### src/rtl/xb_pkg.sv
// Constants and carrier types of the port zero and crossbar block
package xb_pkg;
  localparam logic [7:0] ADDR_LATCH = 8'h80;
  localparam logic [7:0] ADDR_MDOUT = 8'ha4;
  localparam logic [7:0] ADDR_SKIP = 8'hd4;
  localparam logic [7:0] ADDR_XSEL1 = 8'he1;
  localparam logic [7:0] ADDR_XSEL2 = 8'he2;
  localparam logic [7:0] ADDR_INKIND = 8'hf1;
  localparam logic [7:0] ADDR_CMPVAL = 8'hf3;
  localparam logic [7:0] ADDR_CMPMASK = 8'hf4;
  localparam logic [7:0] RST_LATCH = 8'hff;
  localparam logic [7:0] RST_MDOUT = 8'h00;
  localparam logic [7:0] RST_SKIP = 8'h00;
  localparam logic [7:0] RST_XSEL1 = 8'h00;
  localparam logic [7:0] RST_XSEL2 = 8'h00;
  localparam logic [7:0] RST_INKIND = 8'hff;
  localparam logic [7:0] RST_CMPVAL = 8'hff;
  localparam logic [7:0] RST_CMPMASK = 8'h00;
  // First select register fields
  localparam int X1_CMP1_ASYNC = 7;
  localparam int X1_CMP1 = 6;
  localparam int X1_CMP0_ASYNC = 5;
  localparam int X1_CMP0 = 4;
  localparam int X1_SYSCLK = 3;
  localparam int X1_TWO_WIRE = 2;
  localparam int X1_SPI = 1;
  localparam int X1_UART = 0;
  // Second select register fields
  localparam int X2_WEAK_PUD = 7;
  localparam int X2_XBAR_EN = 6;
  localparam int X2_T1 = 5;
  localparam int X2_T0 = 4;
  localparam int X2_ECI = 3;
  localparam int X2_CEX_LSB = 0;
  localparam int CEX_COUNT = 6;
  localparam logic [2:0] CEX_RESERVED = 3'h7;
  // Fixed UART pins per package
  localparam logic [2:0] TX_PIN_LARGE = 3'h1;
  localparam logic [2:0] RX_PIN_LARGE = 3'h2;
  localparam logic [2:0] TX_PIN_SMALL = 3'h4;
  localparam logic [2:0] RX_PIN_SMALL = 3'h5;
  // Crossbar signals in priority order
  localparam int SIG_SDA = 0;
  localparam int SIG_SCL = 1;
  localparam int SIG_SCK = 2;
  localparam int SIG_MISO = 3;
  localparam int SIG_MOSI = 4;
  localparam int SIG_NSS = 5;
  localparam int SIG_CP0 = 6;
  localparam int SIG_CP0A = 7;
  localparam int SIG_CP1 = 8;
  localparam int SIG_CP1A = 9;
  localparam int SIG_SYSCLK = 10;
  localparam int SIG_COUNTER_ARRAY_MODULE_SIGNAL = 11;
  localparam int SIG_ECI = 17;
  localparam int SIG_T0 = 18;
  localparam int SIG_T1 = 19;
  localparam int SIG_COUNT = 20;
  // Signals that only receive from the pin
  localparam logic [19:0] SIG_IS_INPUT = 20'he0008;
  // Signals forced to open drain
  localparam logic [19:0] SIG_IS_OD = 20'h00003;
  localparam logic [2:0] SYNC_STAGES = 3'h3;

  typedef struct packed {
    logic twoWireData;
    logic twoWireClk;
    logic spiClk;
    logic spiMosi;
    logic spiSelect;
    logic cmp0;
    logic cmp0Async;
    logic cmp1;
    logic cmp1Async;
    logic [5:0] cex;
    logic uartTx;
  } xb_periph_out_t;

  typedef struct packed {
    logic twoWireData;
    logic twoWireClk;
    logic spiMiso;
    logic counter_array_external_count;
    logic t0;
    logic t1;
    logic uartRx;
  } xb_periph_in_t;
endpackage

### src/rtl/xb_port_zero.sv
// Port zero general-purpose I/O with priority crossbar and pin match
// Function
// First select bits 7..4 route comparator outputs to pins.
// First select bit 3 routes divided system clock to a pin.
// First select bit 2 routes both two-wire bus lines.
// First select bit 1 routes SPI, three or four pins by mode.
// First select bit 0 puts UART on fixed package pins.
// Weak pullups on unless disable bit set; never on analog pins.
// Second select bit 6 enables the crossbar globally.
// Second select bits 5..3 route timer and count inputs.
// Module count field routes modules 0..n-1; 7 reserved.
// Data writes are latched and drive GPIO pins.
// Normal data reads return live pin levels.
// Analog pins read as zero.
// Read-modify-write reads the latch, not the pins.
// Open-drain with latch one floats; zero drives low.
// Analog pin: no pullup, driver or receiver; resets digital.
// Output mode one push-pull, zero open drain; ignored on analog.
// Two-wire lines always open drain.
// Skipped pins are never assigned by the crossbar.
// Match event when masked pins differ from masked value.
// Mask zero excludes a pin from matching.
// Match event requests interrupt when enabled and wakes oscillator.
// Each signal takes lowest free unskipped pin; UART fixed.
// Crossbar off keeps all pins as inputs, drivers off.
// Pullup off on open-drain pin driving zero.
// Assignment recomputed combinationally, effective next cycle.
// Pin levels synchronised before reads and matching.
`timescale 1ns/1ps
`default_nettype none
module xb_port_zero #(
  parameter int PIN_COUNT = 8,
  parameter bit LARGE_PACKAGE = 1'b1
) (
  input wire logic ref_clk,
  input wire logic srst,
  input wire logic [7:0] sfrAddr,
  input wire logic sfrWrEn,
  input wire logic [7:0] sfrWrData,
  input wire logic sfrRdEn,
  input wire logic sfrRmw,
  output logic [7:0] sfrRdData,
  input wire logic [1:0] clockOutDivider,
  input wire logic spiFourWire,
  input wire logic matchInterruptEnable,
  input wire xb_pkg::xb_periph_out_t periphOut,
  output xb_pkg::xb_periph_in_t periphIn,
  input wire logic [7:0] padIn,
  output logic [7:0] padOut,
  output logic [7:0] padOe,
  output logic [7:0] padPullup,
  output logic matchEvent,
  output logic matchIrq,
  output logic wakeReq
);
  localparam int NS = xb_pkg::SIG_COUNT;

  if (PIN_COUNT != 8) begin : g_bad_width
    $error("xb_port_zero serves an 8-pin port only");
  end

  logic [7:0] latch_r, mdOut_r, skip_r, xSel1_r, xSel2_r, inKind_r, cmpVal_r, cmpMask_r;
  logic [7:0] padS1_r, padS2_r, padS3_r, padLevel_r, rdData_r;
  logic [7:0] padOut_r, padOe_r, padPull_r;
  logic [2:0] divCnt_r;
  logic clkOut_r, matchEvt_r, matchIrq_r, wake_r;
  xb_pkg::xb_periph_in_t periphIn_r;

  // Register decode
  wire wrLatch = sfrWrEn && sfrAddr == xb_pkg::ADDR_LATCH;
  wire wrMdOut = sfrWrEn && sfrAddr == xb_pkg::ADDR_MDOUT;
  wire wrSkip = sfrWrEn && sfrAddr == xb_pkg::ADDR_SKIP;
  wire wrXSel1 = sfrWrEn && sfrAddr == xb_pkg::ADDR_XSEL1;
  wire wrXSel2 = sfrWrEn && sfrAddr == xb_pkg::ADDR_XSEL2;
  wire wrInKind = sfrWrEn && sfrAddr == xb_pkg::ADDR_INKIND;
  wire wrCmpVal = sfrWrEn && sfrAddr == xb_pkg::ADDR_CMPVAL;
  wire wrCmpMask = sfrWrEn && sfrAddr == xb_pkg::ADDR_CMPMASK;
  wire [7:0] pinRead = padLevel_r & inKind_r;
  wire [7:0] latchRead = sfrRmw ? latch_r : pinRead;
  wire [7:0] rdNxt =
    (sfrAddr == xb_pkg::ADDR_LATCH) ? latchRead :
    (sfrAddr == xb_pkg::ADDR_MDOUT) ? mdOut_r :
    (sfrAddr == xb_pkg::ADDR_SKIP) ? skip_r :
    (sfrAddr == xb_pkg::ADDR_XSEL1) ? xSel1_r :
    (sfrAddr == xb_pkg::ADDR_XSEL2) ? xSel2_r :
    (sfrAddr == xb_pkg::ADDR_INKIND) ? inKind_r :
    (sfrAddr == xb_pkg::ADDR_CMPVAL) ? cmpVal_r :
    (sfrAddr == xb_pkg::ADDR_CMPMASK) ? cmpMask_r : 8'h00;

  always_ff @(posedge ref_clk) begin
    if (srst) begin
      latch_r <= xb_pkg::RST_LATCH;
      mdOut_r <= xb_pkg::RST_MDOUT;
      skip_r <= xb_pkg::RST_SKIP;
      xSel1_r <= xb_pkg::RST_XSEL1;
      xSel2_r <= xb_pkg::RST_XSEL2;
      inKind_r <= xb_pkg::RST_INKIND;
      cmpVal_r <= xb_pkg::RST_CMPVAL;
      cmpMask_r <= xb_pkg::RST_CMPMASK;
      rdData_r <= 8'h00;
    end else begin
      if (wrLatch) latch_r <= sfrWrData;
      if (wrMdOut) mdOut_r <= sfrWrData;
      if (wrSkip) skip_r <= sfrWrData;
      if (wrXSel1) xSel1_r <= sfrWrData;
      if (wrXSel2) xSel2_r <= sfrWrData;
      if (wrInKind) inKind_r <= sfrWrData;
      if (wrCmpVal) cmpVal_r <= sfrWrData;
      if (wrCmpMask) cmpMask_r <= sfrWrData;
      if (sfrRdEn) rdData_r <= rdNxt;
    end
  end

  // Three-stage pin synchroniser; level taken once stages two and three agree
  wire [7:0] syncAgree = ~(padS2_r ^ padS3_r);
  always_ff @(posedge ref_clk) begin
    if (srst) begin
      padS1_r <= 8'hff;
      padS2_r <= 8'hff;
      padS3_r <= 8'hff;
      padLevel_r <= 8'hff;
    end else begin
      padS1_r <= padIn;
      padS2_r <= padS1_r;
      padS3_r <= padS2_r;
      padLevel_r <= (padS2_r & syncAgree) | (padLevel_r & ~syncAgree);
    end
  end

  // Divided system clock for the pin
  wire [2:0] divLast = 3'((4'h1 << clockOutDivider) - 4'h1);
  wire divTick = divCnt_r >= divLast;
  always_ff @(posedge ref_clk) begin
    if (srst) begin
      divCnt_r <= 3'h0;
      clkOut_r <= 1'b0;
    end else begin
      divCnt_r <= divTick ? 3'h0 : divCnt_r + 3'h1;
      if (divTick) clkOut_r <= ~clkOut_r;
    end
  end

  // Signal enables, all gated by the global enable
  wire xbarOn = xSel2_r[xb_pkg::X2_XBAR_EN];
  wire weakOff = xSel2_r[xb_pkg::X2_WEAK_PUD];
  wire [2:0] cexCount = xSel2_r[xb_pkg::X2_CEX_LSB +: 3];
  wire uartOn = xbarOn && xSel1_r[xb_pkg::X1_UART];
  wire [2:0] txPin = LARGE_PACKAGE ? xb_pkg::TX_PIN_LARGE : xb_pkg::TX_PIN_SMALL;
  wire [2:0] rxPin = LARGE_PACKAGE ? xb_pkg::RX_PIN_LARGE : xb_pkg::RX_PIN_SMALL;
  wire [7:0] uartMask = uartOn ? ((8'h01 << txPin) | (8'h01 << rxPin)) : 8'h00;
  wire [5:0] cexEn;
  wire [NS-1:0] sigEn;
  wire [NS-1:0] sigVal;
  for (genvar c = 0; c < xb_pkg::CEX_COUNT; c++) begin : g_cex
    assign cexEn[c] = cexCount != xb_pkg::CEX_RESERVED && cexCount > 3'(c);
  end
  assign sigEn = {NS{xbarOn}} & {
    xSel2_r[xb_pkg::X2_T1], xSel2_r[xb_pkg::X2_T0], xSel2_r[xb_pkg::X2_ECI],
    cexEn,
    xSel1_r[xb_pkg::X1_SYSCLK],
    xSel1_r[xb_pkg::X1_CMP1_ASYNC], xSel1_r[xb_pkg::X1_CMP1],
    xSel1_r[xb_pkg::X1_CMP0_ASYNC], xSel1_r[xb_pkg::X1_CMP0],
    xSel1_r[xb_pkg::X1_SPI] && spiFourWire, {3{xSel1_r[xb_pkg::X1_SPI]}},
    {2{xSel1_r[xb_pkg::X1_TWO_WIRE]}}
  };
  assign sigVal = {
    3'h7, periphOut.cex, clkOut_r,
    periphOut.cmp1Async, periphOut.cmp1, periphOut.cmp0Async, periphOut.cmp0,
    periphOut.spiSelect, periphOut.spiMosi, 1'b1, periphOut.spiClk,
    periphOut.twoWireClk, periphOut.twoWireData
  };

  // Priority assignment of signals to pins
  logic [7:0] pinTaken, pinPeriph;
  logic [4:0] pinSig [8];
  logic [2:0] sigPin [NS];
  logic [NS-1:0] sigOn;
  logic found;
  always_comb begin
    pinTaken = skip_r | uartMask;
    pinPeriph = 8'h00;
    sigOn = '0;
    found = 1'b0;
    for (int p = 0; p < 8; p++) pinSig[p] = 5'h00;
    for (int s = 0; s < NS; s++) begin
      sigPin[s] = 3'h0;
      found = 1'b0;
      for (int p = 0; p < 8; p++) begin
        if (sigEn[s] && !found && !pinTaken[p]) begin
          found = 1'b1;
          pinTaken[p] = 1'b1;
          pinPeriph[p] = 1'b1;
          pinSig[p] = 5'(s);
          sigPin[s] = 3'(p);
        end
      end
      sigOn[s] = found;
    end
  end

  // Per-pin driver, mode and pullup
  logic [7:0] oeNxt, outNxt, pullNxt;
  for (genvar p = 0; p < 8; p++) begin : g_pin
    wire isTx = uartOn && txPin == 3'(p);
    wire isRx = uartOn && rxPin == 3'(p);
    wire perIn = pinPeriph[p] && xb_pkg::SIG_IS_INPUT[pinSig[p]];
    wire perOd = pinPeriph[p] && xb_pkg::SIG_IS_OD[pinSig[p]];
    wire val = isTx ? periphOut.uartTx : pinPeriph[p] ? sigVal[pinSig[p]] : latch_r[p];
    wire drv = xbarOn && inKind_r[p] && !perIn && !isRx;
    wire od = !mdOut_r[p] || perOd;
    assign oeNxt[p] = drv && (!od || !val);
    assign outNxt[p] = drv && !od && val;
    assign pullNxt[p] = inKind_r[p] && !weakOff && !(oeNxt[p] && !outNxt[p]);
  end

  function automatic logic inFrom(input logic on, input logic [2:0] pin, input logic [7:0] lvl);
    inFrom = on ? lvl[pin] : 1'b1;
  endfunction

  always_ff @(posedge ref_clk) begin
    if (srst) begin
      padOut_r <= 8'h00;
      padOe_r <= 8'h00;
      padPull_r <= 8'h00;
      periphIn_r <= '1;
    end else begin
      padOut_r <= outNxt;
      padOe_r <= oeNxt;
      padPull_r <= pullNxt;
      periphIn_r.twoWireData <= inFrom(sigOn[xb_pkg::SIG_SDA], sigPin[xb_pkg::SIG_SDA], pinRead);
      periphIn_r.twoWireClk <= inFrom(sigOn[xb_pkg::SIG_SCL], sigPin[xb_pkg::SIG_SCL], pinRead);
      periphIn_r.spiMiso <= inFrom(sigOn[xb_pkg::SIG_MISO], sigPin[xb_pkg::SIG_MISO], pinRead);
      periphIn_r.counter_array_external_count <= inFrom(sigOn[xb_pkg::SIG_ECI], sigPin[xb_pkg::SIG_ECI], pinRead);
      periphIn_r.t0 <= inFrom(sigOn[xb_pkg::SIG_T0], sigPin[xb_pkg::SIG_T0], pinRead);
      periphIn_r.t1 <= inFrom(sigOn[xb_pkg::SIG_T1], sigPin[xb_pkg::SIG_T1], pinRead);
      periphIn_r.uartRx <= inFrom(uartOn, rxPin, pinRead);
    end
  end

  // Port match compare on the synchronised levels
  wire matchDiff = (pinRead & cmpMask_r) != (cmpVal_r & cmpMask_r);
  always_ff @(posedge ref_clk) begin
    if (srst) begin
      matchEvt_r <= 1'b0;
      matchIrq_r <= 1'b0;
      wake_r <= 1'b0;
    end else begin
      matchEvt_r <= matchDiff;
      matchIrq_r <= matchDiff && matchInterruptEnable;
      wake_r <= matchDiff;
    end
  end

  assign sfrRdData = rdData_r;
  assign padOut = padOut_r;
  assign padOe = padOe_r;
  assign padPullup = padPull_r;
  assign periphIn = periphIn_r;
  assign matchEvent = matchEvt_r;
  assign matchIrq = matchIrq_r;
  assign wakeReq = wake_r;

  logic [2:0] sdaPinQ;
  logic sdaOnQ;
  always_ff @(posedge ref_clk) begin
    sdaPinQ <= sigPin[xb_pkg::SIG_SDA];
    sdaOnQ <= sigOn[xb_pkg::SIG_SDA] && !srst;
  end
endmodule
`default_nettype wire

### config.mk
export PLATFORM = sky130hd
export DESIGN_NAME = xb_port_zero
export DESIGN_NICKNAME = d
export VERILOG_FILES = /design/src/rtl/xb_pkg.sv /design/src/rtl/xb_port_zero.sv
export SDC_FILE = /design/constraint.sdc
export NUM_CORES = 1
export LEC_CHECK = 0
export ABC_AREA = 1
export BUFFER_PORTS_ARGS = -buffer_cell sky130_fd_sc_hd__buf_2
export CAP_MARGIN = 0
export CORE_MARGIN = 1
export CORE_UTILIZATION = 30
export CTS_BUF_LIST = sky130_fd_sc_hd__clkbuf_8
export CTS_CLUSTER_SIZE = 10
export DETAILED_ROUTE_END_ITERATION = 6
export PLACE_DENSITY_LB_ADDON = 0.1
export RECOVER_POWER = 50
export SYNTH_ARGS = -nofsm -noshare
export SYNTH_HDL_FRONTEND = slang
export SYNTH_SLANG_ARGS = --single-unit
### constraint.sdc
create_clock -name ref_clk -period 4.8 [get_ports ref_clk]
set_input_delay 0.48 -clock ref_clk [delete_from_list [all_inputs] [get_ports ref_clk]]
set_output_delay 0.48 -clock ref_clk [all_outputs]
set_load 0.005 [all_outputs]
Word-level counts from Yosys, hierarchy flattened --
Memories as Yosys holds them, arrays and structs flattened. Index checks and enable logic that the tools add are counted. W data, S select, Z words.
Cells by class: bitwise gates (word level) 19, divide/modulo/power cells 0, add/sub/neg operators 2, muxes and demuxes 714, reduce and logical (&&, ||, !) cells 772, order comparisons 21, shift-type cells 1, equal/unequal tests 10, $mul 0
Operator list (count):
- $mux W5 | 141
- $mux W1 | 510
- $logic_and A1 B1 Y1 | 398
- $logic_not A1 Y1 | 350
- $mux W3 | 34
- $mux W8 | 9
- $eq A8 B8 Y1 const B | 8
- $lt A5 B6 Y1 const B | 8
- $and A8 B8 Y8 | 5
- $bmux W1 S5 | 8
- $lt A3 B4 Y1 const B | 6
- $and A20 B20 Y20 | 1
- $bmux W1 S3 | 6
- $logic_or A1 B1 Y1 | 16
- $not A8 Y8 | 2
- $reduce_or A2 Y1 | 8
- $mux W2 | 6
- $ne A8 B8 Y1 | 1
- $not A1 Y1 | 8
- $or A8 B3 Y8 | 1
- $or A8 B8 Y8 | 1
- $xor A8 B8 Y8 | 1
- $gt A3 B1 Y1 const B | 2
- $gt A3 B2 Y1 const B | 2
- other kinds (6) | 7
Word-level totals: bits in latches 0, memories kept 16, logic and storage cells 1582, bits in writable memories 0, output and inout bits 42, register bits 141, ROM bits 512
Memory list:
- (no name shown) | depth 32, width 1, rd ports 1, clocked after Yosys merged registers in 0, wr ports 0, line xb_port_zero.sv:207 | wire perOd = pinPeriph[p] && xb_pkg::SIG_IS_OD[pinSig[p]];
- (no name shown) | depth 32, width 1, rd ports 1, clocked after Yosys merged registers in 0, wr ports 0, line xb_port_zero.sv:206 | wire perIn = pinPeriph[p] && xb_pkg::SIG_IS_INPUT[pinSig[p]];
- (no name shown) | depth 32, width 1, rd ports 1, clocked after Yosys merged registers in 0, wr ports 0, line xb_port_zero.sv:207
- (no name shown) | depth 32, width 1, rd ports 1, clocked after Yosys merged registers in 0, wr ports 0, line xb_port_zero.sv:206
- (no name shown) | depth 32, width 1, rd ports 1, clocked after Yosys merged registers in 0, wr ports 0, line xb_port_zero.sv:207
- (no name shown) | depth 32, width 1, rd ports 1, clocked after Yosys merged registers in 0, wr ports 0, line xb_port_zero.sv:206
- 10 more memories

Depth between registers and ports, before layout --
depth in word-level cells 102, gate-level depth with buffers 39

Worst setup path before layout --
OpenSTA, ideal clock, no wires.
path kind register to register, start point register xSel2_r[6], end point register padPull_r[7] (netlist: padPullup[7]), stages on the path, launching flop included 38, slack 1055 ps, library setup time 109 ps, arrival 3636 ps, required time 4691 ps, cells stage by stage dfxtp_1 -> buf_6 -> nand2_8 -> nand2_8 -> nor2_1 -> nand2_1 -> inv_2 -> nand2_2 -> nor2_2 -> nand3_1 -> nor2_2 -> nor2_1 -> nor2_2 -> nor2_2 -> inv_2 -> nand3_1 -> nand2_2 -> inv_1 -> (+2 left out) -> nand2_1 -> nand3_1 -> nand2_1 -> inv_2 -> nand2_1 -> inv_1 -> nand2_2 -> nand2_1 -> nor2_1 -> nand3_1 -> nand2_1 -> nand2_1 -> nand2_1 -> nand2_1 -> nand3_2 -> nand3_1 -> nand2_1 -> inv_1
On the way: cells in the longest elaborated chain, start to end 99, elaborated cells between the ends (all ways) 952
RTL lines:
- from (decl) | line xb_port_zero.sv:62 | logic [7:0] latch_r, mdOut_r, skip_r, xSel1_r, xSel2_r, inKind_r, cmpVal_r, cmpMask_r;
- from (signal assigned) | line xb_port_zero.sv:96 | xSel2_r <= xb_pkg::RST_XSEL2;
- from (signal assigned) | line xb_port_zero.sv:106 | if (wrXSel2) xSel2_r <= sfrWrData;
- $and A20 B20 Y20 | line xb_port_zero.sv:157 | assign sigEn = {NS{xbarOn}} & {
- $logic_and A1 B1 Y1 | line xb_port_zero.sv:189 | if (sigEn[s] && !found && !pinTaken[p]) begin
- $mux W1 | line xb_port_zero.sv:189
- $logic_not A1 Y1 | line xb_port_zero.sv:189
- $logic_and A1 B1 Y1 | line xb_port_zero.sv:189
- $mux W1 or $logic_and A1 B1 Y1 (tied branches) | line xb_port_zero.sv:189
- $logic_not A1 Y1 or $mux W1 (tied branches) | line xb_port_zero.sv:189
- $logic_and A1 B1 Y1 or $logic_not A1 Y1 (tied branches) | line xb_port_zero.sv:189
- (+82 left out)
- $logic_and A1 B1 Y1, on equally long branches | line xb_port_zero.sv:206, xb_port_zero.sv:207
- $logic_not A1 Y1 or $logic_or A1 B1 Y1 (tied branches) | line xb_port_zero.sv:209, xb_port_zero.sv:210
- $logic_and A1 B1 Y1 or $logic_not A1 Y1 (tied branches) | line xb_port_zero.sv:209, xb_port_zero.sv:211, xb_port_zero.sv:212
- $logic_and A1 B1 Y1 (2 in series) | line xb_port_zero.sv:212 | assign outNxt[p] = drv && !od && val;
- $logic_not A1 Y1 | line xb_port_zero.sv:213 | assign pullNxt[p] = inKind_r[p] && !weakOff && !(oeNxt[p] && !outNxt[p]);
- $logic_and A1 B1 Y1 * | line xb_port_zero.sv:213
- $logic_not A1 Y1 * | line xb_port_zero.sv:213
- $logic_and A1 B1 Y1 * | line xb_port_zero.sv:213
- to (signal assigned) | line xb_port_zero.sv:229 | padPull_r <= pullNxt;
- to (decl) | line xb_port_zero.sv:64 | logic [7:0] padOut_r, padOe_r, padPull_r;
Every way passes the cells marked *; elsewhere a longest branch is shown, timed or not. The select of a mux whose other input is x is not followed. A chain may end at the register's enable or synchronous reset.

Final worst setup path --
start point register xSel2_r[6], end point register padPull_r[6] (netlist: padPullup[6])
On the way: cells in the longest elaborated chain, start to end 95, elaborated cells between the ends (all ways) 834
RTL lines (line):
- $and A20 B20 Y20 | xb_port_zero.sv:157
- $logic_and A1 B1 Y1 | xb_port_zero.sv:189
- $mux W1 | xb_port_zero.sv:189
- $logic_not A1 Y1 | xb_port_zero.sv:189
- $logic_and A1 B1 Y1 | xb_port_zero.sv:189
- $mux W1 or $logic_and A1 B1 Y1 (tied branches) | xb_port_zero.sv:189
- $logic_not A1 Y1 or $mux W1 (tied branches) | xb_port_zero.sv:189
- $logic_and A1 B1 Y1 or $logic_not A1 Y1 (tied branches) | xb_port_zero.sv:189
- (+78 left out)
- $logic_and A1 B1 Y1, on equally long branches | xb_port_zero.sv:206, xb_port_zero.sv:207
- $logic_not A1 Y1 or $logic_or A1 B1 Y1 (tied branches) | xb_port_zero.sv:209, xb_port_zero.sv:210
- $logic_and A1 B1 Y1 or $logic_not A1 Y1 (tied branches) | xb_port_zero.sv:209, xb_port_zero.sv:211, xb_port_zero.sv:212
- $logic_and A1 B1 Y1 (2 in series) | xb_port_zero.sv:212
- $logic_not A1 Y1 | xb_port_zero.sv:213
- $logic_and A1 B1 Y1 * | xb_port_zero.sv:213
- $logic_not A1 Y1 * | xb_port_zero.sv:213
- $logic_and A1 B1 Y1 * | xb_port_zero.sv:213
Marks and branches as above.

==> flow_metrics.py <==
metrics = {
    "outcome": {
        "outcome": "complete, no violations",
    },
    "place": {
        "pre_cts_ws_ns": 0.0545,
        "hpwlAfterDp_um": 36200,
        "place_area_um2": 11900,
        "place.gp.congestion": 0.941,
        "portBuffers": 90,
    },
    "floorplan": {
        "die_x_um": 192,
        "die-area_um2": 36900,
        "coreArea_um2": 35600,
        "start_util_pct": 30.5,
        "io_pins": 91,
        "row_count": 69,
        "die_height_um": 192,
    },
    "critical_path": {
        "crit_path_start_kind": "flip-flop",
        "rrSetupSlack_ns": 0.24,
        "reg2reg_to": "padPullup[6]",
        "arrival_ns": 4.92,
        "worstSetupPathType": "reg2reg",
        "timing.rr.start": "xSel2_r[6]",
        "cp_slowest_cell": "dfxtp_4",
        "reg2reg_depth": 36,
        "cp.required_ns": 5.17,
        "crit_path_end_kind": "flip-flop",
        "cp_common_cell": "nand2_2",
        "crit_fanout": 7,
        "max_stage_delay_ns": 0.38,
    },
    "min_path": {
        "hold_end": "padS1_r[6]",
        "min_delay_path_depth": 2,
        "hp-class": "in2reg",
        "min_from": "padIn[6]",
    },
    "clocking": {
        "cts_tree": "done",
        "ctsHoldBuffers": 0,
        "cts-root-buf": "clkbuf_8",
        "h-tree-depth": 4,
        "cts_buffers": 17,
        "path_clk_slew_ns": 0.11,
        "clkLatencyLatePin_ns": 0.47,
        "clock-sinks": 141,
        "clk_path_buf_depth": 2,
    },
    "synth": {
        "synthesis.nets": 1845,
        "ys_warn_count": 0,
        "synth_seq_cells": 141,
        "synth_top_area_share_pct": 26.0,
        "ys.flop_type": "dfxtp_1",
        "synth_edf_count": 0,
        "syn_inst": 1792,
        "synthArstFlopShare_pct": 0,
        "yosysTopAreaCell": "dfxtp_1",
        "ys_seq_area_share_pct": 26.0,
        "avgSynthCellArea_um2": 6.05,
        "synth_area_um2": 10800,
        "synth_cell_types": 50,
        "yosys-top-cells-area": "dfxtp_1 26%, nand2_1 13%, inv_1 8.7%",
    },
    "global_route": {
        "grt.overflow.total": 0,
        "antenna_found_initial": 0,
        "grt_max_degree": 71,
        "grt_pass1_vias": 11248,
        "grt.total_usage_pct": 23.9,
        "grt_pass1_wl_um": 65700,
    },
    "timing": {
        "relSlewSlack_pct": 28.8,
        "fmax_mhz": 219,
        "final-setup-viol-count": 0,
        "period_needed_ns": 4.56,
        "fin_crit_sh_pct": 95.0,
        "setup_ws_ns": 0.242,
        "worst-slew-pin-transition_ns": 1.06,
        "drv_slew": 0,
        "final_hold_viol_count": 0,
        "skew_ns": 0.0179,
    },
    "power_and_ir_drop": {
        "switching_share_pct": 31.5,
        "combPwrFrac_pct": 8.2,
        "p_clk_share_pct": 41.4,
        "peakVddDrop_mv": 0.207,
        "power.internal_mw": 1.67,
        "p_switching_mw": 0.765,
        "power_frac_seq_pct": 50.4,
        "leakagePower_nw": 6.70,
        "p_per_area_nw_per_um2": 185,
    },
    "detailed_routing": {
        "drtIter0Drc": 885,
        "wl_per_cell_um": 18.4,
        "drtPass1Iterations": 7,
        "antenna_left": 0,
        "num_vias": 12342,
        "via_per_inst": 5.14,
        "drc": 0,
        "routed_wl_um": 44100,
    },
    "finish": {
        "layout-drive-gt1-share_pct": 22.4,
        "diodes": 0,
        "fin_nets": 1980,
        "final_cell_area_um2": 13200,
        "syn2layout_area_growth_pct": 21.3,
    },
    "flow_run": {
        "max-cap-violations": 0,
    },
}
## power groups by stage
stage / Clock (mW) / Sequential (mW) / Combinational (mW)
6_report: 1.01 / 1.22 / 0.199
3_3_place_gp: 0 / 1.25 / 0.196
5_1_grt: 1.08 / 1.23 / 0.220
4_1_cts: 1.03 / 1.22 / 0.198
2_1_floorplan: 0 / 1.23 / 0.109
3_5_place_dp: 0 / 1.25 / 0.197
## critical path: cells and delay by family (launching register included)
kind | cells | cell delay [ns]
simple gates | 27 | 3.14
compound gates | 2 | 0.28
flops | 1 | 0.38
buf+inv | 7 | 0.66
## layer usage
layer  up-vias  global-route usage, %  wire length, um
met3        59                   2.61             1920
met5         -                      0                0
li1       6244                      -                -
met2       339                   41.9            21400
met4         0                   7.24             1130
met1      5700                   30.4            19700
## synthesized netlist by cell type, drive strengths merged (23+ instances only)
cell type / count
nand2: 400
inv: 278
nor2: 254
nand3: 163
o21ai: 153
dfxtp: 141
a21oi: 132
o211ai: 55
nor3: 33
clkbuf: 29
or2: 25
nand4: 23
## timing repair
action	in CTS	in global routing
hold endpoints to repair	0	0
endpoints found under the setup margin	0	23
gates resized for setup	0	166
buffers inserted	0	30
## how the worst max path moves through the flow
stage                    start      endpoint  cells after the start
floorplan           xSel2_r[6]  padPullup[7]                     37
global placement    xSel2_r[6]  padPullup[7]                     32
global route        xSel2_r[6]  padPullup[6]                     35
detailed placement  xSel2_r[6]  padPullup[6]                     35
CTS                 xSel1_r[0]  padPullup[6]                     34
finish              xSel2_r[6]  padPullup[6]                     36
## per-stage QoR
stage | TNS, ns | std cells | utilization [%] | hold WS (ns) | power (mW)
final | 0 | 2401 | 37.0 | 0.185 | 2.43
after global routing | -0.328 | 2401 | 37.0 | 0.160 | 2.53
after CTS | 0 | 2370 | 34.7 | 0.161 | 2.45
after detailed placement | 0 | 2338 | 33.5 | 0.397 | 1.45
after global placement | 0 | 2338 | 33.5 | 0.392 | 1.45
after floorplan | 0 | 1792 | - | 0.389 | 1.34
## layout by cell type, fill, tap and decap left out, types with 5 or more instances in the layout
cell type  synthesis  routed
nand2_1          365     320
inv_1            251     249
nor2_1           211     171
o21ai_0          147     147
dfxtp_1          141     137
nand3_1          139     122
a21oi_1          127     122
nand2_2           30      67
buf_4              1      61
buf_2              3      57
o211ai_1          55      55
nor2_2            35      54
clkbuf_1          29      33
nand3_2           21      30
inv_2             27      29
nor2_4             8      29
nor3_1            31      28
or2_2             25      25
nand4_1           22      22
o22ai_1           17      17
clkbuf_8           0      17
a31oi_1           14      14
nand3_4            3      12
nor4_1            11      10
nand2_4            3      10
nand3b_1           9       9
a211oi_1           9       9
inv_8              0       6
a21oi_4            3       5
a21oi_2            2       5
o2111ai_1          5       5
o221ai_1           5       5
o21ai_1            5       5
clkinv_8           0       5
## final cells by class
class,instances,area (um2)
Sequential cell,141,2830
Multi-Input combinational cell,1335,7390
Timing Repair Buffer,152,878
Tap cell,461,577
Clock buffer,17,234
Inverter,280,1060
Fill cell,3989,22400
Clock inverter,15,191
## cells by family after synthesis
logic type                 synth area share, %
xor gates and xnor gates                0.0808
buffers and inverters                     11.3
AOI/OAI and AO/OA                         22.3
and+or+nand+nor                           39.8
DFF                                       26.0
adders and majority gates                0.462
No activity file was read; power rests on OpenSTA's default activity.
